===== src/include/lt_pkg.sv =====
package lt_pkg;
    // register offsets
    localparam logic [7:0] OFS_GEN_CTRL = 8'h10;
    localparam logic [7:0] OFS_DET_CTRL = 8'h11;
    localparam logic [7:0] OFS_ARB_LOW  = 8'h12;
    localparam logic [7:0] OFS_ARB_MID  = 8'h13;
    localparam logic [7:0] OFS_ARB_HIGH = 8'h14;
    localparam logic [7:0] OFS_CODE_LEN = 8'h15;
    localparam logic [7:0] OFS_GEN_CODE = 8'h16;
    localparam logic [7:0] OFS_ACT_CODE = 8'h17;
    localparam logic [7:0] OFS_DEA_CODE = 8'h18;
    localparam logic [7:0] OFS_LOOP     = 8'h19;
    localparam logic [7:0] OFS_STATUS   = 8'h1A;
    // reset values
    localparam logic [7:0] RST_GEN_CTRL = 8'h00;
    localparam logic [7:0] RST_DET_CTRL = 8'h03;
    localparam logic [7:0] RST_ARB      = 8'h55;
    localparam logic [7:0] RST_CODE_LEN = 8'h01;
    localparam logic [7:0] RST_GEN_CODE = 8'h01;
    localparam logic [7:0] RST_ACT_CODE = 8'h01;
    localparam logic [7:0] RST_DEA_CODE = 8'h09;
    // field positions
    localparam int GEN_CK_BIT   = 6;
    localparam int GEN_SEL_LSB  = 4;
    localparam int GEN_DIR_BIT  = 3;
    localparam int GEN_INV_BIT  = 2;
    localparam int GEN_POLY_LSB = 0;
    localparam int DET_DIR_BIT  = 3;
    localparam int DET_INV_BIT  = 2;
    localparam int DET_SEL_LSB  = 0;
    localparam int GEN_LEN_LSB  = 4;
    localparam int ACT_LEN_LSB  = 2;
    localparam int DEA_LEN_LSB  = 0;
    localparam int LOOP_AUTO_BIT = 3;
    localparam int LOOP_ERR_BIT  = 5;
    // detector and timing figures
    localparam logic [4:0] ARB_LAST    = 5'h17;
    localparam logic [2:0] CODE_MIN    = 3'h4;
    localparam logic [4:0] SYNC_RUN    = 5'h18;
    localparam logic [2:0] LOSS_RUN    = 3'h4;
    localparam logic [3:0] QRSS_ZEROS  = 4'hE;
    localparam int LOOP_TIME_MS = 5100;
    localparam int CLK_KHZ      = 200000;
    localparam int LOOP_CYCLES  = LOOP_TIME_MS * CLK_KHZ / 1000 * 1000;
    typedef enum logic [1:0] {
        GEN_OFF = 2'h0, GEN_PRBS = 2'h1, GEN_ARB = 2'h2, GEN_INBAND = 2'h3
    } gen_mode_t;
    typedef enum logic [1:0] {
        DET_QRSS = 2'h0, DET_P15 = 2'h1, DET_P11 = 2'h2, DET_ARB = 2'h3
    } det_sel_t;
    typedef enum logic {LB_OFF = 1'b0, LB_ON = 1'b1} lb_state_t;
endpackage


===== src/logic/line_test_pattern.sv =====
// What this block does
// receive generator clock: reference or recovered
// transmit generator clock: reference, transmit, or rz recovered in rz mode
// generator select: off, prbs, arbitrary, inband
// direction bit inserts into transmit or receive
// inversion flips prbs and arbitrary output
// polynomial field picks 20, 15, 11
// detector monitors receive or transmit path
// detector inverts monitored data when set
// detector select picks expected pattern
// 24-bit arbitrary pattern, bit 23 first
// generate code uses low 5..8 bits
// activate target uses low 5..8 bits
// deactivate target uses low 5..8 bits
// inband code sent msb down, repeating
// activate detector ends each code bit 0
// deactivate detector ends each code bit 0
// rising error-insert write corrupts one bit
// auto loopback after 5.1 s code
// customary polynomials, qrss zero suppression
// sync after clean run, flag errors
//
// The plain strobed port was chosen for this implementation.
`timescale 1ns/1ps
`default_nettype none

module ib_match (
    input  wire logic       i_mclk,
    input  wire logic       i_rst,
    input  wire logic       i_stb,
    input  wire logic [7:0] i_hist,
    input  wire logic [7:0] i_code,
    input  wire logic [1:0] i_len,
    output logic            o_hit
);
    logic [3:0] gap_r;
    logic [7:0] mask;
    logic [3:0] last;
    logic       match;
    assign mask  = 8'hFF >> (2'h3 - i_len);
    assign last  = {2'h0, i_len} + {1'b0, lt_pkg::CODE_MIN};
    // newest bit sits at bit 0, so bit 0 of the code closes each instance
    assign match = ((i_hist ^ i_code) & mask) == 8'h00;
    always_ff @(posedge i_mclk or posedge i_rst) begin
        if (i_rst) begin
            gap_r <= 4'h0;
            o_hit <= 1'b0;
        end else if (i_stb) begin
            if (match) begin
                o_hit <= gap_r == last;
                gap_r <= 4'h0;
            end else begin
                if (gap_r >= last)
                    o_hit <= 1'b0;
                if (gap_r != 4'hF)
                    gap_r <= gap_r + 4'h1;
            end
        end
    end
endmodule

module line_test_pattern #(
    parameter int unsigned LOOP_CYCLES = lt_pkg::LOOP_CYCLES
) (
    input  wire logic       i_mclk,
    input  wire logic       i_rst,
    input  wire logic       i_reference_clock,
    input  wire logic       i_rx_recovered_clock,
    input  wire logic       i_transmit_clock_in,
    input  wire logic       i_rz_recovered_clock,
    input  wire logic       i_tx_rz_mode,
    input  wire logic       i_tx_data,
    input  wire logic       i_rx_data,
    input  wire logic [7:0] i_addr,
    input  wire logic [7:0] i_wr_data,
    input  wire logic       i_wr,
    input  wire logic       i_rd,
    output logic [7:0]      o_rd_data,
    output logic            o_tx_data,
    output logic            o_rx_data,
    output logic            o_pattern_sync,
    output logic            o_pattern_error,
    output logic            o_loopback
);
    localparam int TW = $clog2(LOOP_CYCLES + 1);

    // pins: 0 ref, 1 rx clk, 2 tx clk, 3 rz clk, 4 rz mode, 5 tx data, 6 rx data
    logic [6:0] pin, s1_r, s2_r, s3_r, lvl_r, rise;
    assign pin = {i_rx_data, i_tx_data, i_tx_rz_mode, i_rz_recovered_clock,
                  i_transmit_clock_in, i_rx_recovered_clock, i_reference_clock};
    always_ff @(posedge i_mclk or posedge i_rst) begin
        if (i_rst) begin
            s1_r  <= 7'h00;
            s2_r  <= 7'h00;
            s3_r  <= 7'h00;
            lvl_r <= 7'h00;
        end else begin
            s1_r  <= pin;
            s2_r  <= s1_r;
            s3_r  <= s2_r;
            lvl_r <= (s3_r & ~(s2_r ^ s3_r)) | (lvl_r & (s2_r ^ s3_r));
        end
    end
    assign rise = s3_r & ~(s2_r ^ s3_r) & ~lvl_r;

    logic [7:0]  gen_ctrl_r, det_ctrl_r, len_r, gcode_r, acode_r, dcode_r;
    logic [23:0] arb_r;
    logic        auto_lb_r, err_pend_r;
    lt_pkg::gen_mode_t mode;
    lt_pkg::det_sel_t  dsel;
    logic [1:0]  poly, glen;
    logic        gen_dir, det_dir, tx_stb, rx_stb, gen_stb, det_stb, det_bit;
    assign mode    = lt_pkg::gen_mode_t'(gen_ctrl_r[lt_pkg::GEN_SEL_LSB +: 2]);
    assign dsel    = lt_pkg::det_sel_t'(det_ctrl_r[lt_pkg::DET_SEL_LSB +: 2]);
    assign poly    = gen_ctrl_r[lt_pkg::GEN_POLY_LSB + 1] ? 2'h2
                   : gen_ctrl_r[lt_pkg::GEN_POLY_LSB +: 2];
    assign glen    = len_r[lt_pkg::GEN_LEN_LSB +: 2];
    assign gen_dir = gen_ctrl_r[lt_pkg::GEN_DIR_BIT];
    assign det_dir = det_ctrl_r[lt_pkg::DET_DIR_BIT];
    // rz mode takes its bit timing from the clock recovered from the rails
    assign tx_stb  = lvl_r[4] ? rise[3] : rise[2];
    assign rx_stb  = rise[1];
    assign gen_stb = !gen_ctrl_r[lt_pkg::GEN_CK_BIT] ? rise[0]
                   : (gen_dir ? rx_stb : tx_stb);
    assign det_stb = det_dir ? tx_stb : rx_stb;
    assign det_bit = (det_dir ? s3_r[5] : s3_r[6])
                   ^ det_ctrl_r[lt_pkg::DET_INV_BIT];

    // self-clearing error insert: set wins over the clear
    logic err_set, err_done;
    assign err_set  = i_wr && i_addr == lt_pkg::OFS_LOOP
                   && i_wr_data[lt_pkg::LOOP_ERR_BIT] && !err_pend_r;
    assign err_done = gen_stb && (mode == lt_pkg::GEN_PRBS || mode == lt_pkg::GEN_ARB);
    always_ff @(posedge i_mclk or posedge i_rst) begin
        if (i_rst)
            err_pend_r <= 1'b0;
        else if (err_set)
            err_pend_r <= 1'b1;
        else if (err_done)
            err_pend_r <= 1'b0;
    end

    always_ff @(posedge i_mclk or posedge i_rst) begin
        if (i_rst) begin
            gen_ctrl_r <= lt_pkg::RST_GEN_CTRL;
            det_ctrl_r <= lt_pkg::RST_DET_CTRL;
            arb_r      <= {3{lt_pkg::RST_ARB}};
            len_r      <= lt_pkg::RST_CODE_LEN;
            gcode_r    <= lt_pkg::RST_GEN_CODE;
            acode_r    <= lt_pkg::RST_ACT_CODE;
            dcode_r    <= lt_pkg::RST_DEA_CODE;
            auto_lb_r  <= 1'b0;
        end else if (i_wr) begin
            if (i_addr == lt_pkg::OFS_GEN_CTRL)
                gen_ctrl_r <= {1'b0, i_wr_data[6:0]};
            else if (i_addr == lt_pkg::OFS_DET_CTRL)
                det_ctrl_r <= {4'h0, i_wr_data[3:0]};
            else if (i_addr == lt_pkg::OFS_ARB_LOW)
                arb_r[7:0] <= i_wr_data;
            else if (i_addr == lt_pkg::OFS_ARB_MID)
                arb_r[15:8] <= i_wr_data;
            else if (i_addr == lt_pkg::OFS_ARB_HIGH)
                arb_r[23:16] <= i_wr_data;
            else if (i_addr == lt_pkg::OFS_CODE_LEN)
                len_r <= {2'h0, i_wr_data[5:0]};
            else if (i_addr == lt_pkg::OFS_GEN_CODE)
                gcode_r <= i_wr_data;
            else if (i_addr == lt_pkg::OFS_ACT_CODE)
                acode_r <= i_wr_data;
            else if (i_addr == lt_pkg::OFS_DEA_CODE)
                dcode_r <= i_wr_data;
            else if (i_addr == lt_pkg::OFS_LOOP)
                auto_lb_r <= i_wr_data[lt_pkg::LOOP_AUTO_BIT];
        end
    end

    function automatic logic fb(input logic [1:0] p, input logic [19:0] s);
        case (p)
            2'h0:    fb = s[19] ^ s[16];
            2'h1:    fb = s[14] ^ s[13];
            default: fb = s[10] ^ s[8];
        endcase
    endfunction

    // generator
    logic [19:0] prbs_r;
    logic [3:0]  zrun_r;
    logic [4:0]  aptr_r;
    logic [2:0]  iptr_r;
    logic [2:0]  ilast;
    logic        raw, zmask, pat, stall;
    assign raw   = fb(poly, prbs_r);
    // only an all-zero active window can stall; a running sequence never reaches it
    assign stall = poly == 2'h0 ? ~|prbs_r
                 : (poly == 2'h1 ? ~|prbs_r[14:0] : ~|prbs_r[10:0]);
    assign zmask = poly == 2'h0 && zrun_r >= lt_pkg::QRSS_ZEROS;
    assign ilast = {1'b0, glen} + lt_pkg::CODE_MIN;
    always_comb begin
        if (mode == lt_pkg::GEN_INBAND)
            pat = gcode_r[iptr_r];
        else
            pat = ((mode == lt_pkg::GEN_ARB) ? arb_r[aptr_r] : (raw | zmask))
                ^ gen_ctrl_r[lt_pkg::GEN_INV_BIT] ^ err_pend_r;
    end
    always_ff @(posedge i_mclk or posedge i_rst) begin
        if (i_rst) begin
            prbs_r <= 20'h00001;
            zrun_r <= 4'h0;
            aptr_r <= lt_pkg::ARB_LAST;
            iptr_r <= 3'h4;
        end else if (mode == lt_pkg::GEN_OFF) begin
            aptr_r <= lt_pkg::ARB_LAST;
            iptr_r <= ilast;
        end else if (gen_stb) begin
            prbs_r <= {prbs_r[18:0], raw | stall};
            zrun_r <= raw ? 4'h0 : (zrun_r == 4'hF ? zrun_r : zrun_r + 4'h1);
            aptr_r <= aptr_r == 5'h00 ? lt_pkg::ARB_LAST : aptr_r - 5'h01;
            iptr_r <= iptr_r == 3'h0 ? ilast : iptr_r - 3'h1;
        end
    end

    logic tx_ins, rx_ins;
    assign tx_ins = mode != lt_pkg::GEN_OFF && !gen_dir;
    assign rx_ins = mode != lt_pkg::GEN_OFF && gen_dir;
    always_ff @(posedge i_mclk or posedge i_rst) begin
        if (i_rst)
            o_tx_data <= 1'b0;
        else if (tx_ins ? gen_stb : tx_stb)
            o_tx_data <= tx_ins ? pat : s3_r[5];
    end
    always_ff @(posedge i_mclk or posedge i_rst) begin
        if (i_rst)
            o_rx_data <= 1'b0;
        else if (rx_ins ? gen_stb : rx_stb)
            o_rx_data <= rx_ins ? pat : s3_r[6];
    end

    // detector
    logic [23:0] hist_r;
    logic [4:0]  dptr_r, good_r;
    logic [3:0]  dzrun_r;
    logic [2:0]  bad_r;
    logic        is_arb, mis, lock, det_wr;
    assign is_arb = dsel == lt_pkg::DET_ARB;
    assign mis    = is_arb ? det_bit != arb_r[dptr_r]
                  : det_bit != fb(dsel, hist_r[19:0])
                    && !(dsel == lt_pkg::DET_QRSS && dzrun_r >= lt_pkg::QRSS_ZEROS);
    assign lock   = is_arb ? {hist_r[22:0], det_bit} == arb_r
                  : !mis && good_r == lt_pkg::SYNC_RUN - 5'h01;
    assign det_wr = i_wr && i_addr == lt_pkg::OFS_DET_CTRL;
    always_ff @(posedge i_mclk or posedge i_rst) begin
        if (i_rst) begin
            hist_r  <= 24'h000000;
            dzrun_r <= 4'h0;
        end else if (det_stb) begin
            hist_r  <= {hist_r[22:0], det_bit};
            dzrun_r <= det_bit ? 4'h0 : (dzrun_r == 4'hF ? dzrun_r : dzrun_r + 4'h1);
        end
    end
    always_ff @(posedge i_mclk or posedge i_rst) begin
        if (i_rst) begin
            o_pattern_sync  <= 1'b0;
            o_pattern_error <= 1'b0;
            dptr_r <= lt_pkg::ARB_LAST;
            good_r <= 5'h00;
            bad_r  <= 3'h0;
        end else begin
            o_pattern_error <= det_stb && o_pattern_sync && mis && !det_wr;
            if (det_wr) begin
                o_pattern_sync <= 1'b0;
                good_r <= 5'h00;
            end else if (det_stb && !o_pattern_sync) begin
                good_r <= mis ? 5'h00 : good_r + 5'h01;
                dptr_r <= lt_pkg::ARB_LAST;
                bad_r  <= 3'h0;
                if (lock)
                    o_pattern_sync <= 1'b1;
            end else if (det_stb) begin
                dptr_r <= dptr_r == 5'h00 ? lt_pkg::ARB_LAST : dptr_r - 5'h01;
                bad_r  <= mis ? bad_r + 3'h1 : 3'h0;
                if (mis && bad_r == lt_pkg::LOSS_RUN - 3'h1) begin
                    o_pattern_sync <= 1'b0;
                    good_r <= 5'h00;
                end
            end
        end
    end

    logic act_hit, dea_hit;
    ib_match u_act (
        .i_mclk (i_mclk),
        .i_rst  (i_rst),
        .i_stb  (det_stb),
        .i_hist ({hist_r[6:0], det_bit}),
        .i_code (acode_r),
        .i_len  (len_r[lt_pkg::ACT_LEN_LSB +: 2]),
        .o_hit  (act_hit)
    );
    ib_match u_dea (
        .i_mclk (i_mclk),
        .i_rst  (i_rst),
        .i_stb  (det_stb),
        .i_hist ({hist_r[6:0], det_bit}),
        .i_code (dcode_r),
        .i_len  (len_r[lt_pkg::DEA_LEN_LSB +: 2]),
        .o_hit  (dea_hit)
    );

    // automatic loopback
    lt_pkg::lb_state_t lb_r;
    logic [TW-1:0] tmr_r;
    logic          hold;
    assign hold = auto_lb_r && (lb_r == lt_pkg::LB_OFF ? act_hit : dea_hit);
    always_ff @(posedge i_mclk or posedge i_rst) begin
        if (i_rst) begin
            lb_r  <= lt_pkg::LB_OFF;
            tmr_r <= '0;
        end else if (!auto_lb_r) begin
            lb_r  <= lt_pkg::LB_OFF;
            tmr_r <= '0;
        end else if (!hold) begin
            tmr_r <= '0;
        end else if (tmr_r == TW'(LOOP_CYCLES)) begin
            tmr_r <= '0;
            case (lb_r)
                lt_pkg::LB_OFF: lb_r <= lt_pkg::LB_ON;
                default:        lb_r <= lt_pkg::LB_OFF;
            endcase
        end else begin
            tmr_r <= tmr_r + TW'(1);
        end
    end
    assign o_loopback = lb_r == lt_pkg::LB_ON;

    always_ff @(posedge i_mclk or posedge i_rst) begin
        if (i_rst)
            o_rd_data <= 8'h00;
        else if (!i_rd)
            o_rd_data <= 8'h00;
        else if (i_addr == lt_pkg::OFS_GEN_CTRL)
            o_rd_data <= gen_ctrl_r;
        else if (i_addr == lt_pkg::OFS_DET_CTRL)
            o_rd_data <= det_ctrl_r;
        else if (i_addr == lt_pkg::OFS_ARB_LOW)
            o_rd_data <= arb_r[7:0];
        else if (i_addr == lt_pkg::OFS_ARB_MID)
            o_rd_data <= arb_r[15:8];
        else if (i_addr == lt_pkg::OFS_ARB_HIGH)
            o_rd_data <= arb_r[23:16];
        else if (i_addr == lt_pkg::OFS_CODE_LEN)
            o_rd_data <= len_r;
        else if (i_addr == lt_pkg::OFS_GEN_CODE)
            o_rd_data <= gcode_r;
        else if (i_addr == lt_pkg::OFS_ACT_CODE)
            o_rd_data <= acode_r;
        else if (i_addr == lt_pkg::OFS_DEA_CODE)
            o_rd_data <= dcode_r;
        else if (i_addr == lt_pkg::OFS_LOOP)
            o_rd_data <= {2'h0, err_pend_r, 1'b0, auto_lb_r, 3'h0};
        else if (i_addr == lt_pkg::OFS_STATUS)
            o_rd_data <= {4'h0, o_loopback, dea_hit, act_hit, o_pattern_sync};
        else
            o_rd_data <= 8'h00;
    end
endmodule

`default_nettype wire


===== config.mk =====
export PLATFORM = sky130hd
export DESIGN_NAME = line_test_pattern
export DESIGN_NICKNAME = d
export VERILOG_FILES = /design/src/include/lt_pkg.sv /design/src/logic/line_test_pattern.sv
export SDC_FILE = /design/constraint.sdc
export NUM_CORES = 1
export LEC_CHECK = 0
export BUFFER_PORTS_ARGS = -buffer_cell sky130_fd_sc_hd__buf_2
export CAP_MARGIN = 10
export CORE_MARGIN = 4
export CORE_UTILIZATION = 50
export CTS_BUF_LIST = sky130_fd_sc_hd__clkbuf_8
export CTS_CLUSTER_DIAMETER = 40
export DETAILED_ROUTE_END_ITERATION = 16
export PLACE_DENSITY_LB_ADDON = 0.3
export SYNTH_ARGS = -nofsm -noshare
export SYNTH_HDL_FRONTEND = slang
export SYNTH_SLANG_ARGS = --single-unit

===== constraint.sdc =====
create_clock -name i_mclk -period 16.3 [get_ports i_mclk]
set_clock_uncertainty 0.15 [all_clocks]
set_input_delay 3.26 -clock i_mclk [delete_from_list [all_inputs] [get_ports i_mclk]]
set_output_delay 3.26 -clock i_mclk [all_outputs]
set_load 0.01 [all_outputs]

== Yosys cells after proc, flatten, opt, wreduce, memory -nomap -nowiden ==
Cells that the tools add are included.
Word-level totals
  register bits after elaboration: 220
  word-level logic and storage cells: 275
  output and inout port bits: 13
  bits of input ports: 27
Operators by class
  shifts and indexed selects: 2
  multiplexer cells: 80
  order comparisons: 7
  equal/unequal tests: 34
  add/subtract/negate cells: 15
  bitwise logic cells: 33
  reductions and logical operators: 69
Operator list (count)
  $mux 30: 3
  $eq 8x5->1 const B: 11
  $mux 8: 10
  $mux 5: 11
  $mux 4: 9
  $mux 1: 34
  $add 30x1->30 const B: 1
  $eq 30x30->1 const B: 1
  $eq 24x24->1: 1
  $reduce_and 2->1: 10
  $reduce_or 20->1: 1
  $mux 3: 6
  $logic_and 1x1->1: 17
  $add 4x1->4 const B: 4
  $and 8x8->8: 2
  $logic_not 8->1: 2
  $reduce_bool 2->1: 8
  $shr 8x2->8 const A: 2
  $xor 8x8->8: 2
  $reduce_or 15->1: 1
  $and 7x7->7: 2
  $lt 5x6->1 const B: 2
  $not 1->1: 11
  $reduce_and 11->1: 1
  other kinds (48): 88

== Depth between registers and ports, before layout ==
Gate-level depths: netlist of the first run.
  depth in word-level cells: 13
  depth in mapped cells: 10
  mapped depth without buffers: 8

== By module ==
Synthesis of the first run repeated with hierarchy kept, for this count alone.
Second synthesis, totals
  cell total of the unflattened synthesis: 1054
  area total of the unflattened synthesis: 11242.0 µm²
Modules (own cells, without submodules)
  line_test_pattern: area each 10336.2 µm², instances 1, sequential area each 5241.3 µm², cells each 948
  ib_match: area each 452.9 µm², instances 2, sequential area each 125.1 µm², cells each 53

== Least setup slack after synthesis of the first run ==
Ideal clock, no wire load.
  path type: input-to-reg
  start: input port i_addr[5]
  end: register len_r[2]
  cell stages on the path: 6
  buffers on the path: 2
  library setup time: 125 ps
  setup slack: 11059 ps
  required time: 16025 ps
  arrival: 4966 ps
  cells stage by stage: or4b_4 buf_6 or2_2 clkbuf_1 nor2_2 mux2_2
On the way
  longest elaborated chain between the ends: 3
  elaborated cells between the ends (all ways): 12
  those cells by class: eq/ne (6); bitwise (5); reduce/logical (1)
RTL lines
  start: declaration: RTL line line_test_pattern.sv:74  | input wire logic [7:0] i_addr,
  $eq 8x5->1, on equally long branches
  $not 1->1 (no source line)
  $reduce_and 7->1 (no source line) (*)
  end signal: assignment: RTL line line_test_pattern.sv:148  | len_r <= lt_pkg::RST_CODE_LEN;
  end signal: assignment: RTL line line_test_pattern.sv:165  | len_r <= {2'h0, i_wr_data[5:0]};
  end: declaration: RTL line line_test_pattern.sv:106  | logic [7:0] gen_ctrl_r, det_ctrl_r, len_r, gcode_r, acode_r, dcode_r;
Every way passes the cells marked *; elsewhere a longest branch is shown, timed or not.
A chain may end at the register's enable or synchronous reset.

== Final worst setup path of the first run ==
  start: input port i_addr[5]
  end: register o_rd_data[0]
On the way
  longest elaborated chain between the ends: 13
  elaborated cells between the ends (all ways): 23
  those cells by class: eq/ne (11); mux (12)
RTL lines
  $eq 8x5->1: RTL line line_test_pattern.sv:360  | else if (i_addr == lt_pkg::OFS_STATUS)
  $mux 4: RTL line line_test_pattern.sv:360
  $mux 6: RTL line line_test_pattern.sv:358  | else if (i_addr == lt_pkg::OFS_LOOP)
  $mux 8: RTL line line_test_pattern.sv:356  | else if (i_addr == lt_pkg::OFS_DEA_CODE)
  $mux 8: RTL line line_test_pattern.sv:354  | else if (i_addr == lt_pkg::OFS_ACT_CODE)
  $mux 8: RTL line line_test_pattern.sv:352  | else if (i_addr == lt_pkg::OFS_GEN_CODE)
  $mux 8: RTL line line_test_pattern.sv:350  | else if (i_addr == lt_pkg::OFS_CODE_LEN)
  $mux 8: RTL line line_test_pattern.sv:348  | else if (i_addr == lt_pkg::OFS_ARB_HIGH)
  $mux 8: RTL line line_test_pattern.sv:346  | else if (i_addr == lt_pkg::OFS_ARB_MID)
  $mux 8: RTL line line_test_pattern.sv:344  | else if (i_addr == lt_pkg::OFS_ARB_LOW)
  $mux 8: RTL line line_test_pattern.sv:342  | else if (i_addr == lt_pkg::OFS_DET_CTRL)
  $mux 8 (*): RTL line line_test_pattern.sv:340  | else if (i_addr == lt_pkg::OFS_GEN_CTRL)
  $mux 8 (*): RTL line line_test_pattern.sv:338  | else if (!i_rd)
  end signal: assignment: RTL line line_test_pattern.sv:341  | o_rd_data <= gen_ctrl_r;
  end signal: assignment: RTL line line_test_pattern.sv:343  | o_rd_data <= det_ctrl_r;
  end signal: assignment: RTL line line_test_pattern.sv:345  | o_rd_data <= arb_r[7:0];
  end: declaration: RTL line line_test_pattern.sv:78  | output logic [7:0] o_rd_data,
Marked as above.

==> impl_results.md, run 1 <==
- Result of the run: finished clean
- Fin. max-slew vios: 0
- End point of the most critical hold path: s2_r[3]
- Post-Route Utilization: 0.570
- Area of the die: 24700 µm²
- Post-placement cell area: 11500 µm²
- Clock Sinks: between 200 and 250
- Clock insertion delay at the later pin of the skew report: ~550 ps
- Non-Filler Cell Area, Final: 12400 µm²
- Slew at the pin closest to its max-slew limit: ~1200 ps
- Register clock-pin slew on the reported worst setup and hold paths: ~60 ps
- Setup violations, final: 0
- Root buffer cell: sky130_fd_sc_hd__clkbuf_8
- Worst hold path startpoint: s1_r[3]
- Number of nets in the layout: approximately 1100
- WP data required: between 15000 and 20000 ps
- Final-report hold violation count: 0
- Post-synthesis net count: 1104
- Sw Share: 0.286
- Via/cell ratio: 5.85
- Remaining global-route overflow: 0
- Highest achievable clock rate: between 150 and 200 MHz
- Share of synthesized area occupied by flip-flops and latches: 0.494
- Post-synth EDFFs: 0
- Area Overhead vs Synth: 12.0%
- Area fraction in compound gates after synthesis: 0.0996
- Main combinational cell family by area after synthesis: simple AND/OR/NAND/NOR gates
- Wire length of the first global-routing pass: approximately 44000 µm
- Die boundary width: between 150 and 200 µm
- Vias: approximately 8200
- Warnings, synthesis: 0
- Hold buffers post-CTS: 0
- Netlist cell types: 68
- Estimated wirelength of the detail-placed design: between 15000 and 20000 µm
- Slowest Stage Delay on Critical Path: between 700 and 800 ps
- Kind of launch point of the worst setup path: primary input
- DRC Markers: 0
- Worst r2r dst: u_act.gap_r[1]
- CP Class: in -> reg
- Top FF cell, synth: sky130_fd_sc_hd__dfrtp_1
- Number of buffers added by the clock tree synthesis step: 41
- Leak pwr: about 5.8 nW
- RR Startpoint: det_ctrl_r[3]
- Worst IR Drop VDD: between 0.08 and 0.09 mV
- Quantity of I/O buffers inserted on ports: 39
- Clock Power Share: 0.408
- Std cell rows: 54
- Period Utilization, post-route: 0.325
- Aggregate negative setup slack: 0 ps
- Synth Area per Inst: around 11 µm²
- DIE HEIGHT: ~160 µm
- Worst R2R Path Depth: 6
- Number of standard cells in the layout, taps in and fillers out: 1405
- Placement Setup Slack: between 10000 and 15000 ps
- Total inserted antenna cells: 0
- Async set-reset flop share out of synthesis: 1.00
- Maximum clock insertion buffer count: 3
- Sort of element at the end of the critical path: flip-flop
- Adder-Cell Fraction of Synth Area: 0.0302
- Placer's final routability congestion estimate: approximately 0.96
- Post-detailed-route wirelength per cell: roughly 19 µm
- Layout cell share with drive strength beyond 1: 0.223
- Total GRT Usage: 0.223
- Critical-path cell list: buf_2, nor4b_1, and2_1, a22oi_1, o22ai_1, o21ai_0, and3_1, a211oi_1
- Clock period minus worst slack: between 5000 and 6000 ps
- Htree depth: 2
- Minimum setup slack in the final design: 11000 ps
- Worst-case headroom to the max-slew limit: 0.221
- Logic gate share of total power: 0.132
- Register-to-register setup slack: 13390 ps
- Number of antenna violations at the first check in global routing: 0
- Largest net degree at the start of global routing: roughly 90
- Number of routed nets with antenna violations: 0
- Footprint of the multi-input gates: 5320 µm²
- Switching power: 415 µW
- Internal cell power: approximately 1.0 mW
- Via count of the first global-routing pass: a little over 8000
- Number of ports placed on the die boundary: 40
- Initial DRC Count: approximately 620
- Cells resized by post-CTS repair: 0
- Class of the worst hold path: reg -> reg
- Floorplan core area: ~22000 µm²
- Worst hold path stage count: 0
- CP arrival: ~5600 ps
- Worst-path cell with the longest stage delay: sky130_fd_sc_hd__nor4b_1
- Register cell area after layout: around 5500 µm²
- Setup repair after global routing missed its margin: false
- Most frequent cells in the layout: 189 x sky130_fd_sc_hd__dfrtp_1, 145 x sky130_fd_sc_hd__nand2_1, 88 x sky130_fd_sc_hd__mux2_2
- Most common library cell in the layout ignoring fill and taps: sky130_fd_sc_hd__dfrtp_1
- Cell area after synthesis: between 10000 and 15000 µm²
- Post-CTS repair timing setup buffer count: 0
- Max Cap Violations: 0
- Largest fanout of any net on the critical path: 10
- Fraction of synthesized cell area in xor and xnor cells: 0.0653
- Cells after Synth: approximately 1100
- Initial core utilization: 0.509
- Number of filler cells placed in the layout: roughly 1900
- Basic-gate share of the synthesized area counting and, or, nand and nor cells: 0.152
- Yosys reg bits: between 200 and 250
- CTS tree: done
- Aggregate routed wire length: between 20000 and 30000 µm
- First-pass DRT Iterations: 5
- Share of synthesized area spent on multiplexers: 0.130
- Power per cell area: 117 nW/µm²
- Proportion of power drawn by flip-flops and latches: 0.460
- Number of placed instances, taps included: between 1000 and 1500
metrics by stage:
stage          power (mW)  hold WS, ps
3_5_place_dp        0.869          187
6_report             1.45          193
5_1_grt              1.53          198
3_3_place_gp        0.862          184
4_1_cts              1.47          197
2_1_floorplan       0.806          181
cells in the mapped netlist, drive strengths merged, types with 10 or more instances:
library cell | instances | area share
mux4 | 12 | 0.025
nor2b | 13 | 0.0073
o22ai | 11 | 0.0062
clkbuf | 34 | 0.011
nor2 | 79 | 0.027
buf | 10 | 0.0060
a22oi | 11 | 0.0074
dfrtp | 189 | 0.43
nand4 | 17 | 0.0096
nand2 | 145 | 0.049
nor3 | 17 | 0.0086
xnor2 | 34 | 0.027
ha | 26 | 0.029
xor2 | 48 | 0.038
and3 | 15 | 0.0084
inv | 34 | 0.011
a21oi | 35 | 0.016
nand3 | 31 | 0.014
mux2i | 16 | 0.016
dfstp | 29 | 0.069
mux2 | 88 | 0.089
o21ai | 48 | 0.022
nor4 | 13 | 0.0073
per-layer routing:
metal / up-vias / global-route usage / wire [µm]
li1: 3813 / - / -
met1: 4059 / 0.311 / 11800
met2: 266 / 0.353 / 12500
met3: 78 / 0.0352 / 1610
met4: 0 / 0.0914 / 985
met5: - / 0 / 0
worst max-delay path: cells and delay by family:
kind | cells | cell delay [ps]
AOI/OAI and AO/OA | 4 | 800
buffers and inverters | 1 | 110
and+or+nand+nor | 3 | 1380
worst max-delay path by stage:
stage	startpoint	end	slack, ps	cells after the start
after floorplan	i_rst	async pin	6970	1
after global routing	i_rst	prbs_r[14]	10900	4
after detailed placement	i_addr[5]	o_rd_data[0]	10530	8
final	i_addr[5]	o_rd_data[0]	11000	8
after global placement	i_addr[5]	o_rd_data[0]	10570	8
after CTS	i_addr[5]	o_rd_data[0]	11110	8
kinds of logic after synthesis:
family | Yosys count
adder cells (fa/ha/maj) | 27
XOR/XNOR | 82
flip-flops | 218
AO/OA/AOI/OAI | 169
buffers and inverters | 78
AND/OR/NAND/NOR | 361
multiplexers | 116
layout make-up:
class | count | area share
inverter | 34 | 0.0109
tap | 280 | 0.0281
multi-input combinational | 755 | 0.427
sequential | 218 | 0.441
timing repair buffer | 43 | 0.0181
clock buffer | 49 | 0.0542
clock inverter | 26 | 0.0206
state kept, by name, summed over array words and instances, names as in the netlist, 8 cells and up, named ones only:
signal,cells
dcode_r,8
arb_r,24
gcode_r,8
hist_r,23
o_rd_data,8
acode_r,8
tmr_r,30
prbs_r,20
power groups by stage:
stage,logic (mW),registers [mW],clock network [mW]
after floorplan,0.173,0.633,0
after global placement,0.187,0.675,0
after detailed placement,0.192,0.676,0
after CTS,0.194,0.668,0.606
after global routing,0.219,0.675,0.633
final,0.192,0.669,0.593
Power figures use the tool's default switching activity.
==> run 2: changes to the inputs <==
--- a/config.mk
+++ b/config.mk
@@ -5,6 +5,7 @@
 export SDC_FILE = /design/constraint.sdc
 export NUM_CORES = 1
 export LEC_CHECK = 0
+export ABC_AREA = 1
 export BUFFER_PORTS_ARGS = -buffer_cell sky130_fd_sc_hd__buf_2
 export CAP_MARGIN = 10
 export CORE_MARGIN = 4
==> constraint.sdc (replaced) <==
create_clock -name i_mclk -period 4.85 [get_ports i_mclk]
set_clock_uncertainty 0.15 [all_clocks]
set_input_delay 0.97 -clock i_mclk [delete_from_list [all_inputs] [get_ports i_mclk]]
set_output_delay 0.97 -clock i_mclk [all_outputs]
set_load 0.01 [all_outputs]
==> run 2 against run 1 <==
  * Combinational power grew to 3.5 times the previous value
  * First-iteration DRC count is 87% higher
  * Utilization is 0.42 points lower
  * Count of clock-buffer cells in the layout is 3 higher
  * Worst hold slack better by 4.0 ps
  * Register-to-register slack worse by 11000 ps
  * Via count is 20% higher
  * Synthesized cell count is 37% higher
  * Critical path type unchanged
  * Largest power group unchanged
==> impl_results.md, run 2 <==
- Result of the run: finished clean
- Sort of element at the end of the critical path: flip-flop
- Top metal layer carrying routed signals: met4
- Initial DRC Count: 1157 (+87%)
- Placer's final routability congestion estimate: 0.948 (-0.85%)
- Register-to-register setup slack: 2250 ps (-11140 ps)
- Adder-Cell Fraction of Synth Area: 0.0293 (-0.000832)
- Synth Area per Inst: 7.94 µm² (-25%)
- Highest achievable clock rate: approximately 380 MHz
- Number of placed instances, taps included: 1737 (+31%)
- Share of the synthesized area in the top cell type: 0.414 (-0.0117)
- Cell with the most instances after synthesis: sky130_fd_sc_hd__nand2_1
- Area of the die: 25300 µm² (+2.7%)
- Share of synthesized area occupied by flip-flops and latches: 0.480 (-0.0136)
- Length of routed met3 wiring: 2070 µm (+28%)
- Number of routed nets with antenna violations: 0 (unchanged)
- Number of nets in the layout: 1548 (+35%)
- Std cell rows: 55 (+1.9%)
- Cell area after synthesis: 11400 µm² (+2.8%)
- Worst R2R Path Depth: 11 (+5)
- Largest net degree at the start of global routing: 69 (-22%)
- Maximum clock insertion buffer count: 3 (unchanged)
- Worst hold margin: 197 ps (+4.05 ps)
- CP arrival: 2910 ps (-2640 ps)
- Minimum setup slack in the final design: 2210 ps (-8800 ps)
- Most numerous cell on the critical path: sky130_fd_sc_hd__nand2_1
- Yosys reg bits: 218 (unchanged)
- Largest area contributor in the netlist: sky130_fd_sc_hd__dfrtp_1
- Post-synthesis net count: 1493 (+35%)
- Estimated wirelength of the detail-placed design: 21700 µm (+19%)
- Worst-path cell with the longest stage delay: sky130_fd_sc_hd__nand2_1
- Most frequent cells in the layout: 345 x sky130_fd_sc_hd__nand2_1, 203 x sky130_fd_sc_hd__inv_1, 189 x sky130_fd_sc_hd__dfrtp_1
- DIE HEIGHT: 159 µm (+1.3%)
- Wire length of the first global-routing pass: 49200 µm (+12%)
- Worst IR Drop VDD: 0.218 mV (+160%)
- Largest cells by area after synthesis: sky130_fd_sc_hd__dfrtp_1 41%, sky130_fd_sc_hd__nand2_1 11%, sky130_fd_sc_hd__dfstp_2 6.7%
- Top FF cell, synth: sky130_fd_sc_hd__dfrtp_1
- Final-report hold violation count: 0 (unchanged)
- Aggregate routed wire length: 30200 µm (+12%)
- Remaining global-route overflow: 0 (unchanged)
- End point of the most critical hold path: s2_r[3]
- Number of ports placed on the die boundary: 40 (unchanged)
- DRC Markers: 0 (unchanged)
- Kind of launch point of the worst setup path: primary input
- Total GRT Usage: 0.236 (+0.0129)
- Vias: 9900 (+20%)
- Slowest Stage Delay on Critical Path: 380 ps (-360 ps)
- Class of the worst hold path: reg -> reg
- Slew at the pin closest to its max-slew limit: 1100 ps (-61.5 ps)
- Post-synth EDFFs: 0 (unchanged)
- Basic-gate share of the synthesized area counting and, or, nand and nor cells: 0.248 (+0.0964)
- Post-detailed-route wirelength per cell: 16.6 µm (-13%)
- RR Startpoint: s2_r[1]
- Met2 wirelength from detailed routing: 13500 µm (+7.7%)
- Root buffer cell: sky130_fd_sc_hd__clkbuf_8
- Netlist cell types: 49 (-28%)
- Worst-case headroom to the max-slew limit: 0.259 (+0.0377)
- Share of synthesized area spent on multiplexers: 0.00285 (-0.127)
- Area Overhead vs Synth: 11.8%
- Worst r2r dst: zrun_r[2]
- Clock period minus worst slack: approximately 2600 ps
- WP data required: 5120 ps (-11430 ps)
- Most common library cell in the layout ignoring fill and taps: sky130_fd_sc_hd__nand2_1
- Layout cell share with drive strength beyond 1: 0.118 (-0.105)
- Largest fanout of any net on the critical path: 13 (+3)
- Leak pwr: 5.91 nW (+2.4%)
- CP Class: in -> reg
- Area fraction in compound gates after synthesis: 0.136 (+0.0367)
- Power per cell area: 369 nW/µm² (+220%)
- Critical-path cell list: buf_2, nor2_1, nand2_1, nor2_2, inv_2, nor2_1, nand2_1, nand2_1, nor2_1, nand2_1, inv_1, nand2_1, nand2_1
- Fin. max-slew vios: 0 (unchanged)
- Via count of the first global-routing pass: 9558 (+17%)
- Initial core utilization: 0.506 (-0.00292)
- Detailed-routing wirelength on met1: 13800 µm (+17%)
- Via/cell ratio: 5.46 (-6.6%)
- Async set-reset flop share out of synthesis: 1.00 (unchanged)
- Post-CTS repair timing setup buffer count: 0 (unchanged)
- Clock insertion delay at the later pin of the skew report: 550 ps (about the same)
- Top reg by flops: tmr_r
- Warnings, synthesis: 0 (unchanged)
- Register clock-pin slew on the reported worst setup and hold paths: 60 ps (about the same)
- Max Cap Violations: 0 (unchanged)
- Fraction of synthesized cell area in xor and xnor cells: 0.0238 (-0.0415)
- Hold buffers post-CTS: 0 (unchanged)
- Clock Sinks: 218 (unchanged)
- Period Utilization, post-route: 0.545
- Setup violations, final: 0 (unchanged)
- Worst hold path stage count: 0 (unchanged)
- Post-synth top cells: 345 x sky130_fd_sc_hd__nand2_1, 191 x sky130_fd_sc_hd__inv_1, 189 x sky130_fd_sc_hd__dfrtp_1
- Number of buffers added by the clock tree synthesis step: 41 (unchanged)
- Setup repair after global routing missed its margin: false
- Die boundary width: 159 µm (+1.3%)
- Worst hold path startpoint: s1_r[3]
- Number of standard cells in the layout, taps in and fillers out: 1812 (+29%)
- First-pass DRT Iterations: 6 (+1)
- Main combinational cell family by area after synthesis: simple AND/OR/NAND/NOR gates
- Floorplan core area: 22600 µm² (+3.4%)
- Cells after Synth: 1440 (+37%)
- Biggest regs: tmr_r (30), arb_r (24), hist_r (23)
- Htree depth: 2 (unchanged)
- Aggregate negative setup slack: 0 ps (unchanged)
- CTS tree: done
- Flip-flop count of the largest register, all copies and words added: 30 (unchanged)
- Number of antenna violations at the first check in global routing: 1 (+1)
- Quantity of I/O buffers inserted on ports: 39 (unchanged)
- Cells resized by post-CTS repair: 0 (unchanged)
- Placement Setup Slack: 1720 ps (-8820 ps)
## run 2: worst max path at each step
stage,startpoint,end,slack (ps),cells after the start
4_1_cts,s2_r[1],zrun_r[2],2230,11
2_1_floorplan,i_rst,async pin,910,1
6_report,i_addr[5],bad_r[1],2210,13
3_3_place_gp,i_addr[7],good_r[0],1800,13
5_1_grt,i_addr[5],bad_r[1],2000,13
3_5_place_dp,i_addr[5],good_r[1],1720,13
## run 2: cell families after synthesis
family	Yosys count
AO/OA/AOI/OAI	278
flip-flops	218
multiplexers	3
AND/OR/NAND/NOR	648
XOR/XNOR	31
adder cells (fa/ha/maj)	27
buffers and inverters	235
## run 2: layout make-up
class	count	area (µm²)
well taps	285	357
multi-input cells	987	5040
flip-flops and latches	218	5490
clock inverters	22	151
inverters	202	762
fillers	2094	9790
repair buffers	45	265
diodes	1	2.50
clock buffers	52	716
## run 2: where the power goes
part / switching, mW / internal, mW
registers: 0.187 / 1.99
clock network: 0.786 / 1.07
logic: 0.432 / 0.248
total: 1.40 / 3.31
## run 2: layer usage
layer  up-vias  track usage
li1       4861            -
met1      4662        0.342
met2       320        0.362
met3        57       0.0440
met4         0       0.0777
met5         -            0
## run 2: worst max-delay path: cells and delay by family
| kind | cells | cell delay, ps |
|---|---|---|
| buffers and inverters | 3 | 240 |
| AND/OR/NAND/NOR | 10 | 1700 |
## run 2: stage by stage
| stage | power [mW] | instance area, µm² | utilization |
|---|---|---|---|
| final | 4.71 | 12800 | 0.566 |
| after global routing | 4.97 | 12800 | 0.566 |
| after CTS | 4.74 | 12800 | 0.566 |
| after detailed placement | 2.88 | 11900 | 0.528 |
| after global placement | 2.86 | 11900 | 0.528 |
| after floorplan | 2.66 | 11400 | - |
==> run 3: changes to the inputs <==
==> constraint.sdc (replaced) <==
create_clock -name i_mclk -period 2.7 [get_ports i_mclk]
set_clock_uncertainty 0.15 [all_clocks]
set_input_delay 0.54 -clock i_mclk [delete_from_list [all_inputs] [get_ports i_mclk]]
set_output_delay 0.54 -clock i_mclk [all_outputs]
set_load 0.01 [all_outputs]
==> run 3 against run 2 <==
  * Critical path depth stayed put
  * Via count is 2.9% higher
  * Worst setup slack worse by 1900 ps
  * Final cell count is 1.2% higher
  * Sequential cell count stayed put
  * Global-route usage is 0.71 points higher
  * Wire length is 2.0% higher
  * Worst hold slack worse by 130 ps
  * First-iteration DRC count is 14% lower
  * Power is 81% higher
  * Sequential power is 81% higher
  * Utilization is 0.78 points higher
  * Largest cell class unchanged
==> impl_results.md, run 3 (synthesis gave the netlist of run 2 again) <==
- Highest achievable clock rate: between 400 and 500 MHz
- Clock insertion delay at the later pin of the skew report: 560 ps (about the same)
- DRC Markers: 0 (unchanged)
- Setup violations, final: 0 (unchanged)
- Remaining global-route overflow: 0 (unchanged)
- Number of antenna violations at the first check in global routing: 0 (-1)
- Logic gate share of total power: 0.145 (about the same)
- Number of standard cells in the layout, taps in and fillers out: 1833 (+1.2%)
- Clock period minus worst slack: 2420 ps
- Total inserted antenna cells: 0 (-1)
- Flip-flop count of the largest register, all copies and words added: 30 (unchanged)
- Number of ports placed on the die boundary: 40 (unchanged)
- Slew at the pin closest to its max-slew limit: 541 ps (-562 ps)
- Aggregate routed wire length: 30700 µm (+2.0%)
- Worst-case headroom to the max-slew limit: 0.638 (+0.380)
- Switching power: 2.62 mW (+87%)
- Std cell rows: 55 (unchanged)
- Initial DRC Count: 993 (-14%)
- Power per cell area: 658 nW/µm² (+79%)
- Htree depth: 2 (unchanged)
- DIE HEIGHT: 159 µm (unchanged)
- Estimated wirelength of the detail-placed design: 22500 µm (+3.3%)
- Number of filler cells placed in the layout: 2117 (+1.1%)
- Hold buffers post-CTS: 8 (+8)
- Biggest regs: tmr_r (30), arb_r (24), hist_r (23)
- Maximum clock insertion buffer count: 3 (unchanged)
- Footprint of the multi-input gates: 5040 µm² (unchanged)
- Quantity of I/O buffers inserted on ports: 39 (unchanged)
- Cells resized by post-CTS repair: 0 (unchanged)
- Number of placed instances, taps included: 1748 (+0.63%)
- Kind of launch point of the worst setup path: flip-flop
- CP Class: reg -> reg
- Internal cell power: 5.91 mW (+79%)
- CTS tree: done
- Max Cap Violations: 0 (unchanged)
- Wire length of the first global-routing pass: 50700 µm (+2.9%)
- Die boundary width: 159 µm (unchanged)
- Period Utilization, post-route: 0.898
- Area Overhead vs Synth: 13.4%
- Register clock-pin slew on the reported worst setup and hold paths: 60 ps (about the same)
- Class of the worst hold path: in -> reg
- Worst-path cell with the longest stage delay: sky130_fd_sc_hd__dfstp_2
- Layout cell share with drive strength beyond 1: 0.126 (+0.00801)
- Number of buffers added by the clock tree synthesis step: 42 (+2.4%)
- Placer's final routability congestion estimate: 0.986 (+4.1%)
- Register cell area after layout: 5490 µm² (unchanged)
- Clock Sinks: 218 (unchanged)
- Number of nets in the layout: 1568 (+1.3%)
- Result of the run: finished clean
- Kind of cell with the highest combined delay on the critical path: simple AND/OR/NAND/NOR gates
- Post-placement cell area: 12000 µm² (+0.69%)
- Total GRT Usage: 0.243 (+0.00707)
- Setup repair after global routing missed its margin: false
- Proportion of power drawn by flip-flops and latches: 0.460 (about the same)
- Post-CTS repair timing setup buffer count: 0 (unchanged)
- Sw Share: 0.307 (+0.00920)
- CP arrival: 2720 ps (-190 ps)
- First-pass DRT Iterations: 9 (+3)
- Top reg by flops: tmr_r
- Final-report hold violation count: 0 (unchanged)
- Largest net degree at the start of global routing: 71 (+2.9%)
- Number of routed nets with antenna violations: 0 (unchanged)
- Via count of the first global-routing pass: 9836 (+2.9%)
- Non-Filler Cell Area, Final: 13000 µm² (+1.4%)
- Area of the die: 25300 µm² (unchanged)
- Critical-path cell list: inv_2, nand2_1, nand3_1, nand3_1, nand3_1, nand2_1, nand2_1, nand3_1, nand3_1, nand2_1, nand2_1, nand3_1, nand2_1
- Clock Power Share: 0.395 (about the same)
- Vias: 10190 (+2.9%)
- Via/cell ratio: 5.56 (+1.8%)
- Initial core utilization: 0.506 (unchanged)
- Slowest Stage Delay on Critical Path: 700 ps (+320 ps)
- Most common library cell in the layout ignoring fill and taps: sky130_fd_sc_hd__nand2_1
- Worst hold margin: 68.3 ps (-129 ps)
- Fin. max-slew vios: 0 (unchanged)
- Worst IR Drop VDD: 0.430 mV (+97%)
- Floorplan core area: 22600 µm² (unchanged)
- Most frequent cells in the layout: 345 x sky130_fd_sc_hd__nand2_1, 202 x sky130_fd_sc_hd__inv_1, 189 x sky130_fd_sc_hd__dfrtp_1
- Sort of element at the end of the critical path: flip-flop
- Count of buffering cells on the critical path with inverters included: 1 (-2)
- Root buffer cell: sky130_fd_sc_hd__clkbuf_8
- Leak pwr: 6.00 nW (+1.5%)
- Overall power of the completed layout: 8.53 mW (+81%)
- WP data required: 2990 ps (-2130 ps)
- Post-detailed-route wirelength per cell: 16.8 µm (+0.79%)
- Largest fanout of any net on the critical path: 16 (+3)
## run 3: cell count changes in the layout (fill, tap and decap cells not counted), sizes merged
cell / change
clkbuf: -3
diode: -1
dlygate4sd3: +8
inv: +1
buf: +11
clkinv: +5
## run 3: final timing paths
kind	startpoint	to	slack [ps]	cells after the start
worst max-delay path	dptr_r[0]	good_r[0]	280	13
worst min-delay path	i_wr_data[7]	arb_r[15]	70	3
worst max register to register	dptr_r[0]	good_r[0]	280	13
worst min register to register	s1_r[1]	s2_r[1]	200	0
max in group asynchronous	i_rst	s3_r[1]	1250	4
min in group asynchronous	i_rst	zrun_r[1]	380	3
## run 3: worst reg2reg max path, stage by stage (launching register included)
cell and delay [ps]:
sky130_fd_sc_hd__dfstp_2 700, sky130_fd_sc_hd__inv_2 200, sky130_fd_sc_hd__nand2_1 120, sky130_fd_sc_hd__nand3_1 70, sky130_fd_sc_hd__nand3_1 150, sky130_fd_sc_hd__nand3_1 90
sky130_fd_sc_hd__nand2_1 60, sky130_fd_sc_hd__nand2_1 50, sky130_fd_sc_hd__nand3_1 90, sky130_fd_sc_hd__nand3_1 120, sky130_fd_sc_hd__nand2_1 190, sky130_fd_sc_hd__nand2_1 190
sky130_fd_sc_hd__nand3_1 110, sky130_fd_sc_hd__nand2_1 50
## run 3: cell type report
cell class                 count  area share
clock buffer                  49      0.0520
clock inverter                28      0.0161
inverter                     202      0.0588
multi-input combinational    987       0.389
sequential                   218       0.424
tap                          285      0.0275
timing repair buffer          64      0.0330
## run 3: layer usage
metal	wire [µm]	GRT usage	share of wire	vias to the layer above
li1	-	-	-	4901
met1	14100	0.348	0.46	4837
met2	13900	0.385	0.45	369
met3	1890	0.0352	0.062	83
met4	860	0.0817	0.028	0
met5	0	0	0	-
## run 3: through the flow
step / setup WS [ps] / setup TNS, ps / util
CTS: 352 / 0 / 0.574
global placement: 284 / 0 / 0.531
detailed placement: 225 / 0 / 0.531
floorplan: -806 / -154750 / -
global route: 118 / 0 / 0.574
finish: 275 / 0 / 0.574
## run 3: power groups by stage
stage | clock network (mW) | logic (mW) | registers, mW
2_1_floorplan | 0 | 0.962 | 3.81
3_3_place_gp | 0 | 1.18 | 3.96
3_5_place_dp | 0 | 1.23 | 3.96
4_1_cts | 3.44 | 1.24 | 3.91
5_1_grt | 3.61 | 1.44 | 3.95
6_report | 3.37 | 1.24 | 3.92
